## config.mk

```make
export PLATFORM = sky130hd
export DESIGN_NAME = pdlr_top
export DESIGN_NICKNAME = d
export VERILOG_FILES = /design/src/hdl/pdlr_pkg.sv /design/src/hdl/pdlr_dis_copy.sv /design/src/hdl/pdlr_top.sv
export VERILOG_INCLUDE_DIRS = /design/src /design/src/hdl
export SDC_FILE = /design/constraint.sdc
export NUM_CORES = 1
export LEC_CHECK = 0
export BUFFER_PORTS_ARGS = -buffer_cell sky130_fd_sc_hd__buf_4
export CORE_MARGIN = 2
export CORE_UTILIZATION = 30
export DETAILED_ROUTE_END_ITERATION = 6
export PLACE_DENSITY = 0.58
export REMOVE_ABC_BUFFERS = 1
export SLEW_MARGIN = 15
export SYNTH_ARGS = -nofsm -noshare
export SYNTH_HDL_FRONTEND = slang
export SYNTH_HIERARCHICAL = 1
export SYNTH_SLANG_ARGS = --single-unit
export TNS_END_PERCENT = 1
```

## constraint.sdc

```tcl
create_clock -name I_SYS_CLK -period 1.45 [get_ports I_SYS_CLK]
set_input_delay 0.29 -clock I_SYS_CLK [delete_from_list [all_inputs] [get_ports I_SYS_CLK]]
set_output_delay 0.29 -clock I_SYS_CLK [all_outputs]
set_load 0.02 [all_outputs]
```

## src/hdl/pdlr_defines.svh

```systemverilog
// constants for the peripheral disable and lock register block
// assumes a single clock domain and byte-wide register strobes
// Summary of operation
// - host copy sits at runtime offset 0x22, host port only.
// - bits 3, 5, 6 and 7 disable peripherals, bit 0 is floppy write protect.
// - writing lock bit 1 high makes the whole copy read-only.
// - software cannot clear the lock; only the three resets do.
// - with lock low the lock adds no write restriction.
// - guard config bits [3:2] written 01 select the write guard input.
// - once at 01, guard select bits cannot be changed by writes, only by resets.
// - guard selected: pin high makes host copy read-only, low read/write.
// - lock high always read-only; lock and guard enable low, read/write.
// - identical slave copy sits at offset 01h, slave port only.
// - the guard pin never restricts the slave copy.
// - a peripheral is enabled only when neither copy disables it.
// - each lock bit guards only its own copy.
// - once locked, disable bits return to enabled only through reset.
`ifndef PDLR_DEFINES_SVH
`define PDLR_DEFINES_SVH
`define PDLR_HOST_DIS_OFS 8'h22
`define PDLR_GUARD_CFG_OFS 8'h40
`define PDLR_SLV_DIS_OFS 8'h01
`define PDLR_DIS_MASK 8'hEB
`define PDLR_DIS_RST 8'h00
`define PDLR_GUARD_SEL_MSB 3
`define PDLR_GUARD_SEL_LSB 2
`define PDLR_GUARD_SEL_ON 2'h1
`define PDLR_GUARD_RST 2'h0
`define PDLR_RDATA_RST 8'h00
`define PDLR_EN_RST 1'b1
`endif

```

## src/hdl/pdlr_pkg.sv

```systemverilog
// types shared by the disable register copies and the top
// assumes pdlr_defines.svh for all numeric constants
`default_nettype none
package pdlr_pkg;
  // one register access strobe group, single cycle
  typedef struct packed {
    logic wr;
    logic rd;
    logic [7:0] addr;
    logic [7:0] wdata;
  } pdlr_req_t;

  // disable register layout, bit 7 down to bit 0
  typedef struct packed {
    logic par_dis;
    logic ser2_dis;
    logic ser1_dis;
    logic rsvd4;
    logic fdc_dis;
    logic rsvd2;
    logic lock;
    logic fdc_wp;
  } pdlr_dis_t;
endpackage : pdlr_pkg
`default_nettype wire

```

## src/hdl/pdlr_dis_copy.sv

```systemverilog
// one peripheral disable register copy with its sticky lock
// assumes write strobe already decoded and reset pulses synchronous
`include "pdlr_defines.svh"
`default_nettype none
module pdlr_dis_copy (
  input wire logic i_clk,
  input wire logic i_rst_n,
  input wire logic i_clr,
  input wire logic i_wr,
  input wire logic [7:0] i_wdata,
  input wire logic i_ext_block,
  output pdlr_pkg::pdlr_dis_t o_q,
  output logic o_read_only
);
  pdlr_pkg::pdlr_dis_t q;
  pdlr_pkg::pdlr_dis_t next_q;

  assign o_read_only = q.lock | i_ext_block;
  assign o_q = q;

  always_comb begin
    next_q = q;
    if (i_clr) begin
      next_q = pdlr_pkg::pdlr_dis_t'(`PDLR_DIS_RST);
    end else if (i_wr && !o_read_only) begin
      next_q = pdlr_pkg::pdlr_dis_t'(i_wdata & `PDLR_DIS_MASK);
    end
  end

  always_ff @(posedge i_clk or negedge i_rst_n) begin
    if (!i_rst_n) begin
      q <= pdlr_pkg::pdlr_dis_t'(`PDLR_DIS_RST);
    end else begin
      q <= next_q;
    end
  end
endmodule : pdlr_dis_copy
`default_nettype wire

```

## src/hdl/pdlr_top.sv

```systemverilog
// peripheral disable registers: host copy, slave port copy, guard config
// assumes requests are one-cycle strobes synchronous to I_SYS_CLK
`include "pdlr_defines.svh"
`default_nettype none
module pdlr_top (
  input wire logic I_SYS_CLK,
  input wire logic I_RST_N,
  input wire logic I_STANDBY_RAIL_POR,
  input wire logic I_VCC_POR,
  input wire logic I_PCI_RESET,
  input wire pdlr_pkg::pdlr_req_t I_HOST_REQ,
  input wire pdlr_pkg::pdlr_req_t I_SLV_REQ,
  input wire logic I_WRITE_GUARD_INPUT_PIN,
  output logic [7:0] O_HOST_RDATA,
  output logic O_HOST_RVALID,
  output logic [7:0] O_SLV_RDATA,
  output logic O_SLV_RVALID,
  output logic O_FDC_EN,
  output logic O_SER1_EN,
  output logic O_SER2_EN,
  output logic O_PAR_EN,
  output logic O_FDC_WP,
  output logic O_HOST_RO,
  output logic O_SLV_RO
);
  function automatic logic req_hit(input pdlr_pkg::pdlr_req_t r, input logic [7:0] ofs);
    req_hit = (r.addr == ofs);
  endfunction : req_hit

  logic clr;
  logic guard_on;
  logic guard_block;
  logic host_dis_wr;
  logic slv_dis_wr;
  logic host_cfg_wr;
  logic host_ro;
  logic slv_ro;
  logic [1:0] guard_sel;
  logic [1:0] next_guard_sel;
  pdlr_pkg::pdlr_dis_t host_q;
  pdlr_pkg::pdlr_dis_t slv_q;
  logic [7:0] next_host_rdata;
  logic next_host_rvalid;
  logic [7:0] next_slv_rdata;
  logic next_slv_rvalid;
  logic next_fdc_en;
  logic next_ser1_en;
  logic next_ser2_en;
  logic next_par_en;
  logic next_fdc_wp;

  // any of the three system resets clears the whole block
  assign clr = I_STANDBY_RAIL_POR | I_VCC_POR | I_PCI_RESET;
  assign host_dis_wr = I_HOST_REQ.wr && req_hit(I_HOST_REQ, `PDLR_HOST_DIS_OFS);
  assign host_cfg_wr = I_HOST_REQ.wr && req_hit(I_HOST_REQ, `PDLR_GUARD_CFG_OFS);
  assign slv_dis_wr = I_SLV_REQ.wr && req_hit(I_SLV_REQ, `PDLR_SLV_DIS_OFS);
  assign guard_on = (guard_sel == `PDLR_GUARD_SEL_ON);
  assign guard_block = guard_on & I_WRITE_GUARD_INPUT_PIN;

  pdlr_dis_copy u_host (
    .i_clk(I_SYS_CLK),
    .i_rst_n(I_RST_N),
    .i_clr(clr),
    .i_wr(host_dis_wr),
    .i_wdata(I_HOST_REQ.wdata),
    .i_ext_block(guard_block),
    .o_q(host_q),
    .o_read_only(host_ro)
  );

  pdlr_dis_copy u_slv (
    .i_clk(I_SYS_CLK),
    .i_rst_n(I_RST_N),
    .i_clr(clr),
    .i_wr(slv_dis_wr),
    .i_wdata(I_SLV_REQ.wdata),
    .i_ext_block(1'b0),
    .o_q(slv_q),
    .o_read_only(slv_ro)
  );

  always_comb begin
    next_guard_sel = guard_sel;
    if (clr) begin
      next_guard_sel = `PDLR_GUARD_RST;
    end else if (host_cfg_wr && !guard_on) begin
      next_guard_sel = I_HOST_REQ.wdata[`PDLR_GUARD_SEL_MSB:`PDLR_GUARD_SEL_LSB];
    end
  end

  always_ff @(posedge I_SYS_CLK or negedge I_RST_N) begin
    if (!I_RST_N) begin
      guard_sel <= `PDLR_GUARD_RST;
    end else begin
      guard_sel <= next_guard_sel;
    end
  end

  // read path; unmapped offsets read zero
  always_comb begin
    next_host_rdata = `PDLR_RDATA_RST;
    next_slv_rdata = `PDLR_RDATA_RST;
    next_host_rvalid = I_HOST_REQ.rd;
    next_slv_rvalid = I_SLV_REQ.rd;
    if (I_HOST_REQ.rd && req_hit(I_HOST_REQ, `PDLR_HOST_DIS_OFS)) begin
      next_host_rdata = host_q;
    end else if (I_HOST_REQ.rd && req_hit(I_HOST_REQ, `PDLR_GUARD_CFG_OFS)) begin
      next_host_rdata[`PDLR_GUARD_SEL_MSB:`PDLR_GUARD_SEL_LSB] = guard_sel;
    end
    if (I_SLV_REQ.rd && req_hit(I_SLV_REQ, `PDLR_SLV_DIS_OFS)) begin
      next_slv_rdata = slv_q;
    end
  end

  always_comb begin
    next_fdc_en = !(host_q.fdc_dis | slv_q.fdc_dis);
    next_ser1_en = !(host_q.ser1_dis | slv_q.ser1_dis);
    next_ser2_en = !(host_q.ser2_dis | slv_q.ser2_dis);
    next_par_en = !(host_q.par_dis | slv_q.par_dis);
    // write protect also from either copy
    next_fdc_wp = host_q.fdc_wp | slv_q.fdc_wp;
  end

  // outputs lag the registers by one cycle, kept flop-driven
  always_ff @(posedge I_SYS_CLK or negedge I_RST_N) begin
    if (!I_RST_N) begin
      O_HOST_RDATA <= `PDLR_RDATA_RST;
      O_HOST_RVALID <= 1'b0;
      O_SLV_RDATA <= `PDLR_RDATA_RST;
      O_SLV_RVALID <= 1'b0;
      O_FDC_EN <= `PDLR_EN_RST;
      O_SER1_EN <= `PDLR_EN_RST;
      O_SER2_EN <= `PDLR_EN_RST;
      O_PAR_EN <= `PDLR_EN_RST;
      O_FDC_WP <= 1'b0;
      O_HOST_RO <= 1'b0;
      O_SLV_RO <= 1'b0;
    end else begin
      O_HOST_RDATA <= next_host_rdata;
      O_HOST_RVALID <= next_host_rvalid;
      O_SLV_RDATA <= next_slv_rdata;
      O_SLV_RVALID <= next_slv_rvalid;
      O_FDC_EN <= next_fdc_en;
      O_SER1_EN <= next_ser1_en;
      O_SER2_EN <= next_ser2_en;
      O_PAR_EN <= next_par_en;
      O_FDC_WP <= next_fdc_wp;
      O_HOST_RO <= host_ro;
      O_SLV_RO <= slv_ro;
    end
  end
endmodule : pdlr_top
`default_nettype wire

```

# Word level (Yosys, flattened, before mapping)
# Index checks and enable logic that the tools add are counted.
# W data, S select, Z words.
[totals]
register_bits = 43
in_bits = 42
output_inout_bits = 25
[classes]
eq_ne = 4
mux = 11
bitwise = 9
reduce_logical = 19
[op_table]
columns = ["cell", "n"]
rows = [
  ["$mux W8", 5],
  ["$mux W2", 5],
  ["$logic_and A1 B1 Y1", 9],
  ["$eq A8 B1 Y1 const B", 1],
  ["$eq A8 B6 Y1 const B", 1],
  ["$eq A8 B7 Y1 const B", 1],
  ["$or A1 B1 Y1", 8],
  ["$logic_not A1 Y1", 7],
  ["$reduce_bool A2 Y1", 3],
  ["$mux W4", 1],
  ["$eq A2 B1 Y1 const B", 1],
  ["$and A1 B1 Y1", 1],
]

# Depth between registers and ports, before layout
[depth]
word_depth = 7
mapped_depth = 5
ltp_nobuf = 4

# By module
# Netlist, hierarchy kept.
[by_module_without_submodules]
columns = ["mod", "instances", "cells_per_inst", "area_per_inst_um2", "seq_area_each_um2"]
rows = [
  ["pdlr_top", 1, 71, 991.0, 680.7],
  ["pdlr_dis_copy", 2, 30, 326.6, 150.1],
]

# Worst setup path after synthesis
# OpenSTA, ideal clock, no wires.
[synth_timing]
kind = "input-to-reg"
from = "in I_HOST_REQ[11] (netlist name)"
to = "reg u_host.q (netlist bit u_host/o_q[0])"
arrival_ns = 1.391
required_time_ns = 1.371
path_slack_ns = -0.020
path_stages = 4
path_buffers = 0
path_cell_list = "nor4_4 and3_2 nor3b_4 mux2i_1"
[synth_via]
elab_chain_len = 4
[synth_lines]
columns = ["element", "line", "text"]
rows = [
  ["start, declared", "pdlr_top.sv:11", "input wire pdlr_pkg::pdlr_req_t I_HOST_REQ,"],
  ["$eq A8 B6 Y1", "pdlr_top.sv:27", "req_hit = (r.addr == ofs);"],
  ["$logic_and A1 B1 Y1", "pdlr_top.sv:54", "assign host_dis_wr = I_HOST_REQ.wr && req_hit(I_HOST_REQ, `PDLR_HOST_DIS_OFS);"],
  ["named net host_dis_wr", "pdlr_top.sv:33", "logic host_dis_wr;"],
  ["$logic_and A1 B1 Y1", "pdlr_dis_copy.sv:25", "end else if (i_wr && !o_read_only) begin"],
  ["$reduce_bool A2 Y1 (no source line)", "-", ""],
  ["end signal, assigned", "pdlr_dis_copy.sv:32", "q <= pdlr_pkg::pdlr_dis_t'(`PDLR_DIS_RST);"],
  ["end signal, assigned", "pdlr_dis_copy.sv:34", "q <= next_q;"],
  ["end, declared", "pdlr_dis_copy.sv:15", "pdlr_pkg::pdlr_dis_t q;"],
]
# The timed path passes the listed nets, and every way through them passes these cells.
# A chain may end at the register's enable or synchronous reset.

# Worst setup path after layout
[layout_timing]
from = "in I_SLV_REQ[9] (netlist name)"
to = "reg u_slv.q (netlist bit u_slv/o_q[7])"
[layout_via]
elab_chain_len = 4
[layout_lines]
columns = ["element", "line", "text"]
rows = [
  ["start, declared", "pdlr_top.sv:12", "input wire pdlr_pkg::pdlr_req_t I_SLV_REQ,"],
  ["$eq A8 B1 Y1", "pdlr_top.sv:27", ""],
  ["$logic_and A1 B1 Y1", "pdlr_top.sv:56", "assign slv_dis_wr = I_SLV_REQ.wr && req_hit(I_SLV_REQ, `PDLR_SLV_DIS_OFS);"],
  ["named net slv_dis_wr", "pdlr_top.sv:34", "logic slv_dis_wr;"],
  ["$logic_and A1 B1 Y1", "pdlr_dis_copy.sv:25", ""],
  ["$reduce_bool A2 Y1 (no source line)", "-", ""],
  ["end signal, assigned", "pdlr_dis_copy.sv:32", ""],
  ["end signal, assigned", "pdlr_dis_copy.sv:34", ""],
  ["end, declared", "pdlr_dis_copy.sv:15", ""],
]
# The timed path passes the listed nets, and every way through them passes these cells.

==> metrics <==
status=completed; Req. time, crit path=1660 ps; Worst Reg2Reg Path Length in Cells=4; Gate power share=7.3%; Max Freq=746 MHz; Crit path max-delay family=simple AND/OR/NAND/NOR gates; RSZ-0062 raised after global routing=no; fill count=about 530; Finished Core Util=45.5%; post-synth cell types=31; Leak=about 1.1 nW; max_cap viols=0; Clk Latency, worst-skew pair=280 ps; CP Cell Sequence=buf_4 -> nor4b_1 -> and3_1 -> nor3b_4 -> buf_4 -> mux2i_1; Yosys Warn Count=6; Initial Utilization=31.6%; hold path depth=1; die height=78.0 microns; Rows=26; WS Path Type=input pin to flop; full die area=0.00609 sq mm; core area=0.00520 sq mm; data arrival time of the critical path=1550 ps; RD Place Congestion=0.735; worst vdd ir=between 0.3 and 0.4 mV; clock share of power=a little over two fifths; most common cell after layout, fill and taps aside=buf_4; # DRC=0; Post-Syn Area per Cell=12.6 sq um; most frequent cells in the layout=buf_4, dfrtp_1, nand2b_1, and2_1, mux2i_1; total grt overflow=0; antenna fix cells=0; worst reg2reg endpoint=u_host/o_q[5]$_DFFE_PN0P_; HP Class=input pin to flop; clock buffer count from CTS=5; CTS clk-pin slew, worst paths=70 ps; CTS tree=done; final setup fails=0; WL final=3.10 mm; Hold Violations, Final=0; switching power total=between 0.0004 and 0.0005 W; clock skew=2.31 ps; num ports=67; Startpoint Class=input pin; Mapped Area=0.00164 sq mm; Hold Crit Endpoint=O_SLV_RVALID$_DFF_PN0_; Layout area overhead=44.1%; Seq pwr share=50.6%; htree depth=2; first-pass GRT wire length=between 5 and 6 mm; Root Buffer=clkbuf_8; hold_sp=I_SLV_REQ[16]; PwrDens=just over 900 mW/mm^2; min Tclk post-route=around 1300 ps; Detail Route Antenna Nets=0; Sw Share=19.4%; DR vias=1148; Mapped Cells=131; Sink Count=39; period utilization=92.4%; initial antenna violation count=0; worst reg2reg setup slack=160 ps; Int Pwr=about 0.0017 W; Worst Setup End Kind=flop; DR iter-0 viols=35; Yosys reg bits=39; DR WL/cell=roughly 11 microns; drt via density=about 4.1; Max FO, Critical Path=4; slowest CP cell=nor4b_1; worst-case clock buffer depth=2; number of port buffers=63; Setup Buffers After CTS=0; most used cell, CP=buf_4; Tot GR Track Use=11.5%; largest net degree at the start of global routing=40; nets@finish=250; Slew Limit Fails=0; Die Wd=78.0 microns; hpwl dp=2.36 mm; share of cells above drive strength 1=45.0%; vias in the first global route=1164; CP peak stage delay=350 ps; reg-to-reg startpoint=guard_sel[0]$_DFFE_PN0P_; first-pass iteration count of the detailed router=4; Setup TNS=0 ps; sequential area share after synthesis=59.7%; CP bufs+invs=2
==> layout make-up <==
cell class | instances | area [sq um] | area share (%)
inverters | 3 | 11.3 | 0.475
repair buffers | 72 | 543 | 22.9
well taps | 70 | 87.6 | 3.70
clock buffers | 6 | 82.6 | 3.48
clock inverters | 2 | 35.0 | 1.48
flip-flops and latches | 39 | 981 | 41.4
multi-input cells | 87 | 629 | 26.6
==> cells by family after synthesis <==
family	count (synthesis)	synth area share, %
compound gates	6	2.82
buf+inv	9	2.97
flops	39	59.7
mux	10	6.09
other cells	3	0.685
simple gates	64	27.8
==> metrics by stage <==
stage | area, sq um | hold slack (ps) | std cells | setup WS [ps] | power, W
finish | 2370 | 117 | 279 | 110 | 0.00216
global route | 2370 | 99.5 | 279 | 4.91 | 0.00229
CTS | 2370 | 106 | 279 | 123 | 0.00220
detailed placement | 2240 | 287 | 270 | -182 | 0.00127
global placement | 2240 | 293 | 270 | -134 | 0.00127
floorplan | 1620 | -5.59 | 129 | -20.1 | 0.00115
==> flip-flops by register name (all words and copies together) (netlist names) <==
| signal | cells |
|---|---|
| O_FDC_EN | 1 |
| O_FDC_WP | 1 |
| O_HOST_RDATA | 8 |
| O_HOST_RO | 1 |
| O_HOST_RVALID | 1 |
| O_PAR_EN | 1 |
| O_SER1_EN | 1 |
| O_SER2_EN | 1 |
| O_SLV_RDATA | 8 |
| O_SLV_RO | 1 |
| O_SLV_RVALID | 1 |
| guard_sel | 2 |
| u_host/o_q | 6 |
| u_slv/o_q | 6 |
==> metal layers <==
layer / share of wire [%] / vias up / global-route usage [%] / wire [microns]
met2: 50 / 38 / 19.5 / 1550
met3: 6.4 / 6 / 4.02 / 199
met5: 0 / - / 0 / 0
met1: 42 / 525 / 13.5 / 1300
met4: 1.8 / 0 / 4.21 / 57
li1: - / 579 / - / -
==> power groups by stage <==
stage          clock, W  sequential (W)  combinational [W]
2_1_floorplan         0         0.00112          0.0000290
3_3_place_gp          0         0.00111           0.000159
3_5_place_dp          0         0.00111           0.000159
4_1_cts        0.000949         0.00109           0.000161
5_1_grt         0.00102         0.00109           0.000176
6_report       0.000909         0.00109           0.000158
==> worst reg2reg max path: cells and delay by family (launching register included) <==
family | cells | cell delay (ps)
buf+inv | 1 | 160
mux | 1 | 180
flops | 1 | 420
simple gates | 2 | 450
==> cell usage after synthesis, drive strengths merged <==
cell type,count,area [sq um]
or2,3,18.8
nor4,2,27.5
and4,1,10.0
dfrtp,35,876
nor3b,3,50.1
buf,4,30.0
mux2i,10,100
nor3,1,5.00
nor2,6,22.5
a22oi,2,15.0
and2,14,87.6
nor4b,1,8.76
a32o,1,10.0
nor2b,1,6.26
inv,3,11.3
nand2b,20,125
and3b,2,17.5
dfstp,4,105
nand3,1,5.00
o221a,1,11.3
clkbuf,2,7.51
a21oi,2,10.0
and3,3,20.0
and4b,2,23.8
nand3b,3,22.5
nand4,1,6.26
conb,3,11.3
==> worst max-delay path by stage <==
stage                         startpoint                        end  slack, ps  depth (start not counted)
after floorplan           I_HOST_REQ[11]  u_host/o_q[0]$_DFFE_PN0P_        -20                          4
after global placement      I_SLV_REQ[9]   u_slv/o_q[0]$_DFFE_PN0P_       -130                          6
after detailed placement    I_SLV_REQ[9]   u_slv/o_q[5]$_DFFE_PN0P_       -180                          6
after CTS                   I_SLV_REQ[9]   u_slv/o_q[7]$_DFFE_PN0P_        120                          6
after global routing        I_SLV_REQ[9]   u_slv/o_q[5]$_DFFE_PN0P_          5                          6
final                       I_SLV_REQ[9]   u_slv/o_q[7]$_DFFE_PN0P_        110                          6
==> what timing repair did <==
item,CTS,global route
gates resized for setup,0,0
hold endpoints to repair,35,0
hold buffers,1,0
Note: power is estimated with default switching activity, not from simulation.
